### config.mk
export PLATFORM = sky130hd
export DESIGN_NAME = adc_pin_control
export DESIGN_NICKNAME = d
export VERILOG_FILES = /design/src/rtl/sar_engine.v /design/src/rtl/adc_pin_control.v
export VERILOG_INCLUDE_DIRS = /design/src /design/src/inc
export SDC_FILE = /design/constraint.sdc
export NUM_CORES = 1
export LEC_CHECK = 0
export BUFFER_PORTS_ARGS = -buffer_cell sky130_fd_sc_hd__buf_2
export CORE_MARGIN = 1.5
export CORE_UTILIZATION = 46
export DETAILED_ROUTE_END_ITERATION = 12
export GPL_TIMING_DRIVEN = 0
export MAX_ROUTING_LAYER = met4
export PLACE_DENSITY = 0.74
export SYNTH_ARGS = -nofsm -noshare
export SYNTH_HDL_FRONTEND = slang
export SYNTH_SLANG_ARGS = --single-unit
### constraint.sdc
create_clock -name i_sys_clk -period 2.3 [get_ports i_sys_clk]
set_input_delay 0.115 -clock i_sys_clk [delete_from_list [all_inputs] [get_ports i_sys_clk]]
set_output_delay 0.115 -clock i_sys_clk [all_outputs]
set_load 0.005 [all_outputs]
### src/inc/adc_pin_regs.vh
// Purpose: addresses, field positions, reset values and timing counts
// Assumes: byte-wide cpu memory port, 100 MHz system clock
// Notes:   definitions only
`ifndef ADC_PIN_REGS_VH
`define ADC_PIN_REGS_VH

// ==========================================================
// register addresses
`define ADDR_RESULT_LOW      16'hFF06
`define ADDR_RESULT_HIGH     16'hFF07
`define ADDR_CHANNEL_SELECT  16'hFF8E
`define ADDR_PIN_CONFIG      16'hFF8F
`define ADDR_PORT_DIRECTION  16'hFF8F

// ==========================================================
// reset values
`define RST_RESULT_HIGH      8'h00
`define RST_RESULT_WORD      16'h0000
`define RST_CHANNEL_SELECT   8'h00
`define RST_PIN_CONFIG       8'h08
`define RST_PORT_DIRECTION   8'hFF

// ==========================================================
// field layout
`define CHANNEL_CODE_MSB     2
`define PIN_CODE_MSB         2
`define PIN_CONFIG_KEEP_MSB  3
`define DIR_FIXED_ONES       2'h3
`define DIR_MSB              5
`define NUM_PINS             6
`define LAST_VALID_CHANNEL   3'h5
`define LAST_VALID_PIN_CODE  3'h6
`define RESULT_BITS          10
`define RESULT_LOW_ZEROS     6

// ==========================================================
// timing: sample phase length
`define SAMPLE_TIME_NS       200
`define CLK_PERIOD_NS        10
`define SAMPLE_CYCLES        (`SAMPLE_TIME_NS / `CLK_PERIOD_NS)
// last value of the sample counter, sample cycles minus one
`define SAMPLE_LAST_COUNT    8'h13

`endif

### src/rtl/sar_engine.v
// Purpose: successive approximation sequencer, one bit per clock
// Assumes: comparator answer valid in the same clock as the trial code
// Notes:   runs continuously while enabled, restart begins anew
`timescale 1ns/1ps
`default_nettype none
`include "adc_pin_regs.vh"

module sar_engine (
  input  wire       i_sys_clk,
  input  wire       i_reset,
  input  wire       i_run,
  input  wire       i_restart,
  input  wire       i_cmp_ge,
  output wire [9:0] o_trial_code,
  output wire       o_sampling,
  output reg        o_done,
  output reg  [9:0] o_sar_value
);

  localparam [1:0] ST_IDLE   = 2'h0;
  localparam [1:0] ST_SAMPLE = 2'h1;
  localparam [1:0] ST_CONV   = 2'h2;

  reg [1:0] state_q;
  reg [7:0] count_q;
  reg [9:0] sar_q;
  reg [9:0] bit_q;

  assign o_trial_code = sar_q | bit_q;
  assign o_sampling   = (state_q == ST_SAMPLE);

  // ==========================================================
  // sequencer
  always @(posedge i_sys_clk) begin
    if (i_reset) begin
      state_q     <= ST_IDLE;
      count_q     <= 8'h00;
      sar_q       <= 10'h000;
      bit_q       <= 10'h000;
      o_done      <= 1'b0;
      o_sar_value <= 10'h000;
    end else begin
      o_done <= 1'b0;
      if (!i_run) begin
        state_q <= ST_IDLE;
      end else if (i_restart) begin
        state_q <= ST_SAMPLE;
        count_q <= 8'h00;
      end else begin
        case (state_q)
          ST_IDLE: begin
            state_q <= ST_SAMPLE;
            count_q <= 8'h00;
          end
          ST_SAMPLE: begin
            if (count_q == `SAMPLE_LAST_COUNT) begin
              state_q <= ST_CONV;
              sar_q   <= 10'h000;
              bit_q   <= 10'h200;
            end else begin
              count_q <= count_q + 8'h01;
            end
          end
          ST_CONV: begin
            if (i_cmp_ge) begin
              sar_q <= sar_q | bit_q;
            end
            bit_q <= bit_q >> 1;
            if (bit_q == 10'h001) begin
              o_sar_value <= i_cmp_ge ? (sar_q | bit_q) : sar_q;
              o_done      <= 1'b1;
              state_q     <= ST_SAMPLE;
              count_q     <= 8'h00;
            end
          end
          default: begin
            state_q <= ST_IDLE;
          end
        endcase
      end
    end
  end

endmodule
`default_nettype wire

### src/rtl/adc_pin_control.v
// Purpose: converter result, channel select, pin config and direction
// Assumes: cpu byte port synchronous to i_sys_clk
// Notes:   pin config and direction share one address, split by i_port_sel
//
// Operation
// - 8-bit read-only result holds upper eight result bits, resets zero
// - channel codes 0..5 pick inputs 0..5, 6 and 7 prohibited
// - pin code n makes the n lowest pins digital, others prohibited
// - pin configuration register resets to 08H
// - segment selection forces segment output regardless of pin config
// - direction bit 0 enables output buffer, 1 selects input
// - direction resets to all ones, two top bits read one
// - analog input pin converted only when channel selects it
// - digital pin follows direction; analog output is prohibited
// - result read and select/config write insert a cpu wait cycle
// - select, config and direction take bit and byte writes
// - 16-bit word: high byte upper bits, low two on top, six zeros
// - every conversion end loads result from approximation register
// - channel write aborts conversion, restarts while still enabled
`timescale 1ns/1ps
`default_nettype none
`include "adc_pin_regs.vh"

module adc_pin_control (
  input  wire        i_sys_clk,
  input  wire        i_reset,
  input  wire [15:0] i_addr,
  input  wire        i_port_sel,
  input  wire        i_rd,
  input  wire        i_wr,
  input  wire [7:0]  i_wdata,
  input  wire [7:0]  i_wmask,
  input  wire        i_conversion_enable,
  input  wire        i_cmp_ge,
  input  wire [5:0]  i_segment_function_select,
  output reg  [7:0]  o_rdata,
  output wire        o_wait,
  output reg  [15:0] o_result_word,
  output reg  [7:0]  o_result_high_byte,
  output wire [9:0]  o_trial_code,
  output wire        o_sampling,
  output reg         o_conv_done,
  output reg  [5:0]  o_analog_mux_sel,
  output reg  [5:0]  o_analog_pins,
  output reg  [5:0]  o_port_out_en,
  output reg  [5:0]  o_port_in_en,
  output reg  [5:0]  o_segment_en,
  output reg         o_setting_prohibited
);

  // ==========================================================
  // helpers
  function [7:0] merge_bits;
    input [7:0] old_val;
    input [7:0] new_val;
    input [7:0] mask;
    begin
      merge_bits = (old_val & ~mask) | (new_val & mask);
    end
  endfunction

  // pins below code are digital
  function [5:0] digital_mask;
    input [2:0] code;
    begin
      case (code)
        3'h0:    digital_mask = 6'h00;
        3'h1:    digital_mask = 6'h01;
        3'h2:    digital_mask = 6'h03;
        3'h3:    digital_mask = 6'h07;
        3'h4:    digital_mask = 6'h0F;
        3'h5:    digital_mask = 6'h1F;
        3'h6:    digital_mask = 6'h3F;
        default: digital_mask = 6'h3F;
      endcase
    end
  endfunction

  function [5:0] channel_onehot;
    input [2:0] code;
    begin
      case (code)
        3'h0:    channel_onehot = 6'h01;
        3'h1:    channel_onehot = 6'h02;
        3'h2:    channel_onehot = 6'h04;
        3'h3:    channel_onehot = 6'h08;
        3'h4:    channel_onehot = 6'h10;
        3'h5:    channel_onehot = 6'h20;
        default: channel_onehot = 6'h00;
      endcase
    end
  endfunction

  // ==========================================================
  // address decode
  wire sel_res_lo = (i_addr == `ADDR_RESULT_LOW);
  wire sel_res_hi = (i_addr == `ADDR_RESULT_HIGH);
  wire sel_chan   = (i_addr == `ADDR_CHANNEL_SELECT);
  wire sel_cfg    = (i_addr == `ADDR_PIN_CONFIG) && !i_port_sel;
  wire sel_dir    = (i_addr == `ADDR_PORT_DIRECTION) && i_port_sel;

  wire wr_chan = i_wr && sel_chan;
  wire wr_cfg  = i_wr && sel_cfg;
  wire wr_dir  = i_wr && sel_dir;

  assign o_wait = (i_rd && (sel_res_lo || sel_res_hi)) ||
                  wr_chan || wr_cfg;

  // ==========================================================
  // software registers
  reg  [2:0] channel_code_q;
  reg  [3:0] pin_config_q;
  reg  [5:0] direction_q;

  wire [7:0] chan_rd = {5'h00, channel_code_q};
  wire [7:0] cfg_rd  = {4'h0, pin_config_q};
  wire [7:0] dir_rd  = {`DIR_FIXED_ONES, direction_q};
  wire [7:0] chan_new = merge_bits(chan_rd, i_wdata, i_wmask);
  wire [7:0] cfg_new  = merge_bits(cfg_rd, i_wdata, i_wmask);
  wire [7:0] dir_new  = merge_bits(dir_rd, i_wdata, i_wmask);

  // reset images at full byte width, cut to the stored bits on reset
  wire [7:0] chan_rst = `RST_CHANNEL_SELECT;
  wire [7:0] cfg_rst  = `RST_PIN_CONFIG;
  wire [7:0] dir_rst  = `RST_PORT_DIRECTION;

  always @(posedge i_sys_clk) begin
    if (i_reset) begin
      channel_code_q <= chan_rst[`CHANNEL_CODE_MSB:0];
      pin_config_q   <= cfg_rst[`PIN_CONFIG_KEEP_MSB:0];
      direction_q    <= dir_rst[`DIR_MSB:0];
    end else begin
      if (wr_chan) begin
        channel_code_q <= chan_new[`CHANNEL_CODE_MSB:0];
      end
      if (wr_cfg) begin
        pin_config_q <= cfg_new[`PIN_CONFIG_KEEP_MSB:0];
      end
      if (wr_dir) begin
        direction_q <= dir_new[`DIR_MSB:0];
      end
    end
  end

  // ==========================================================
  // conversion engine
  wire       done_w;
  wire [9:0] sar_value_w;

  sar_engine u_sar (
    .i_sys_clk    (i_sys_clk),
    .i_reset      (i_reset),
    .i_run        (i_conversion_enable),
    .i_restart    (wr_chan),
    .i_cmp_ge     (i_cmp_ge),
    .o_trial_code (o_trial_code),
    .o_sampling   (o_sampling),
    .o_done       (done_w),
    .o_sar_value  (sar_value_w)
  );

  // ==========================================================
  // result registers
  always @(posedge i_sys_clk) begin
    if (i_reset) begin
      o_result_word      <= `RST_RESULT_WORD;
      o_result_high_byte <= `RST_RESULT_HIGH;
      o_conv_done        <= 1'b0;
    end else begin
      o_conv_done <= done_w;
      if (done_w) begin
        o_result_word <= {sar_value_w, 6'h00};
        o_result_high_byte <= sar_value_w[9:2];
      end
    end
  end

  // ==========================================================
  // read port
  always @(posedge i_sys_clk) begin
    if (i_reset) begin
      o_rdata <= 8'h00;
    end else if (i_rd) begin
      if (sel_res_lo) begin
        o_rdata <= o_result_word[7:0];
      end else if (sel_res_hi) begin
        o_rdata <= o_result_high_byte;
      end else if (sel_chan) begin
        o_rdata <= chan_rd;
      end else if (sel_cfg) begin
        o_rdata <= cfg_rd;
      end else if (sel_dir) begin
        o_rdata <= dir_rd;
      end else begin
        o_rdata <= 8'h00;
      end
    end
  end

  // ==========================================================
  // pin function resolution
  wire [2:0] pin_code   = pin_config_q[`PIN_CODE_MSB:0];
  wire       code_bad   = pin_code > `LAST_VALID_PIN_CODE;
  wire       chan_bad   = channel_code_q > `LAST_VALID_CHANNEL;
  wire [5:0] digital_w  = digital_mask(pin_code);
  wire [5:0] analog_w   = ~digital_w & ~i_segment_function_select;
  wire [5:0] digital_p  = digital_w & ~i_segment_function_select;
  wire [5:0] chan_w     = channel_onehot(channel_code_q);

  always @(posedge i_sys_clk) begin
    if (i_reset) begin
      o_analog_mux_sel     <= 6'h00;
      o_analog_pins        <= 6'h00;
      o_port_out_en        <= 6'h00;
      o_port_in_en         <= 6'h00;
      o_segment_en         <= 6'h00;
      o_setting_prohibited <= 1'b0;
    end else begin
      o_segment_en     <= i_segment_function_select;
      o_analog_pins    <= analog_w & direction_q;
      o_analog_mux_sel <= chan_w & analog_w & direction_q;
      o_port_out_en    <= digital_p & ~direction_q;
      o_port_in_en     <= digital_p & direction_q;
      o_setting_prohibited <= code_bad || chan_bad ||
                              |(analog_w & ~direction_q);
    end
  end

endmodule
`default_nettype wire

==> results.ini <==
[outcome]
status=complete, no violations

[critical_path]
worstPathRequired_ns=2.18
r2r-start=u_sar.count_q[0]$_SDFFE_PP0P_
cp_top_family=simple AND/OR/NAND/NOR gates
cpMaxStageDelayCell=or4b_4
crit_buf_inv=5
cp-start-kind=input pin
crit_type=input pin to output port
critPathMostFrequentCell=buf_2
cp-end-kind=output port
r2r_end=u_sar.sar_q[1]$_SDFFE_PP0P_
r2r_cells=7
path_max_fanout=10
crit_chain=buf_2 > or4b_4 > nor4_4 > buf_4 > buf_2 > buf_2 > a31oi_1 > nand2_1 > buf_2
rrSetupSlack_ns=0.13
cp.arrival_ns=2.11
slowest_delay_ns=0.54

[global_routing]
grt_pass1_vias=3759
use_met2_pct=35.9
use_met3_pct=4.28
grt_usage_pct=23.0
grt.busiest_layer=met2
grt_overflow=0
grt_use_met1_pct=30.1
grt_max_degree=19
grt_pass1_wl_um=18000
antenna_found_initial=0

[clocking]
cts_root_buf=clkbuf_8
cts_sinks=104
clock_latency_ns=0.37
clk_path_buf_depth=2
h-tree-depth=3
cts_made_buffers=9
clk_pin_slew_worst_paths_ns=0.10
cts_tree=done

[routing]
wl_per_cell_um=15.2
dr.pass1.iters=5
routed-via-count=4210
vias_per_cell=5.48
wirelength_um=11700
post-route-drc-count=0
drt_iter0_markers=243
ant_nets=0

[timing]
skew_ns=0.0180
finalSetupViolations=0
maxSlewHeadroom_pct=44.5
worst_slack_ns=0.0749
finalCritPeriodShare_pct=96.7
finalMaxSlewViolations=0
worst_pin_slew_ns=0.829
max_freq_mhz=449
hold_viol=0
fin_crit_ns=2.23

[die]
start_util_pct=47.7
die_x_um=101
die_h_um=101
io-pin-count=121
rows=35
die-area_mm2=0.0103
coreArea_mm2=0.00933

[yosys]
postSynth.asyncResetShare_pct=0
synth_cells=498
synth-edff-count=0
ys_warn_count=0
synth_top_area_cell=dfxtp_1
synth_most_common_cell=dfxtp_1
seq_area_frac_synth_pct=46.8
synthTopCellsByArea=dfxtp_1 47%, nor2_1 5.1%, mux2i_1 5.0%
synth_common_cells=104 x dfxtp_1, 60 x nor2_1, 37 x nand2_1
syn_area_mm2=0.00445
ys.flop_type=dfxtp_1
synth_top_area_share_pct=46.8
synth.distinct_cells=54
synth_seq_cells=104
avgSynthCellArea_um2=8.93

[power]
p_per_area_mw_per_mm2=563
p_leak_nw=2.37
vdd_ir_drop_max_uv=394

[cells_and_area]
antenna_cells=0
drive_gt1_share_pct=26.3
area_growth_pct=24.7
instances_no_fill=768
fin_util_pct=59.5
fin_nets=687

[hold_path]
hold_class=input pin to flip-flop
min_path_cells=3
min_from=i_wdata[0]

[placement]
gp_congestion=0.876
dp_hpwl_um=8390
dp_cells=739
dp_slack_ns=-0.314
portBuffers=107

[job]
max_cap_violations=0

[through the flow]
step	TNS, ns	hold WS, ns	power [mW]	area, um^2
6_report	0	0.00759	3.13	5550
5_1_grt	-0.00702	0.0147	3.24	5550
4_1_cts	0	0.00149	3.12	5490
3_5_place_dp	-3.99	0.332	2.07	5160
3_3_place_gp	-3.48	0.333	2.07	5160
2_1_floorplan	0	0.192	1.98	4470
[placed cells by master (no fill, tap or decap), drive strengths merged, types with 8 or more instances in the layout]
cell type      n
buf          134
dfxtp        104
nor2          60
nand2         37
a21oi         36
clkbuf        27
mux2i         22
a31oi         19
nand4         16
nand3         15
a211oi        13
o21ai         13
and3          12
or2           11
dlygate4sd3   10
inv           10
nor2b          9
ha             8
nor4           8
[layer usage]
metal,part of all wire (%),wire (um)
met1,45,5220
met3,6.4,743
met2,47,5540
met5,0,0
met4,1.6,191
[logic make-up (layout without fill, tap and decap cells)]
group                      Yosys count  count (layout)  synth area share (%)
AOI/OAI and AO/OA                  110             110                  16.2
adders and majority gates            8               8                  2.25
buffers and inverters               50             186                  5.49
DFF                                104             104                  46.8
muxes                               22              22                  4.95
other                                1               6                0.0843
and+or+nand+nor                    203             203                  24.2
[layout make-up]
class                   instances  area, um^2
plain buffers                  40         209
clock buffers                  10         128
clock inverters                 6        52.6
fillers                       858        3780
inverters                       9        33.8
multi-input cells             349        2200
flip-flops and latches        104        2080
well taps                     129         161
repair buffers                121         678
[tightest hold or removal path, stage by stage]
cell	delay [ns]
buf_2	0.11
mux2i_1	0.07
nand2_1	0.05
[power breakdown]
| group | internal [mW] | total, mW | leakage [nW] | switching (mW) |
|---|---|---|---|---|
| clock | 0.409 | 1.07 | 0.0786 | 0.661 |
| combinational | 0.0960 | 0.234 | 1.45 | 0.137 |
| sequential | 1.82 | 1.82 | 0.842 | 0.00655 |
| total | 2.32 | 3.13 | 2.37 | 0.805 |
[repair_timing]
action / 4_1_cts / 5_1_grt
hold buffers: 10 / 0
endpoints found under the setup margin: 23 / 38
resized for setup: 4 / 9
pin swaps: 2 / 1
endpoints found under the hold margin: 14 / 0
setup buffers: 1 / 3
[worst max path at each step]
stage,startpoint,to,slack (ns),cells past startpoint
2_1_floorplan,u_sar.count_q[0]$_SDFFE_PP0P_,u_sar.sar_q[0]$_SDFFE_PP0P_,0.11,7
5_1_grt,u_sar.count_q[0]$_SDFFE_PP0P_,u_sar.sar_q[1]$_SDFFE_PP0P_,-0.006,7
3_5_place_dp,u_sar.count_q[0]$_SDFFE_PP0P_,u_sar.sar_q[1]$_SDFFE_PP0P_,-0.31,7
6_report,i_addr[5],o_wait,0.07,9
4_1_cts,u_sar.count_q[0]$_SDFFE_PP0P_,u_sar.sar_q[1]$_SDFFE_PP0P_,0.004,8
3_3_place_gp,u_sar.count_q[0]$_SDFFE_PP0P_,u_sar.sar_q[0]$_SDFFE_PP0P_,-0.29,7
No activity file was read; power rests on OpenSTA's default activity.
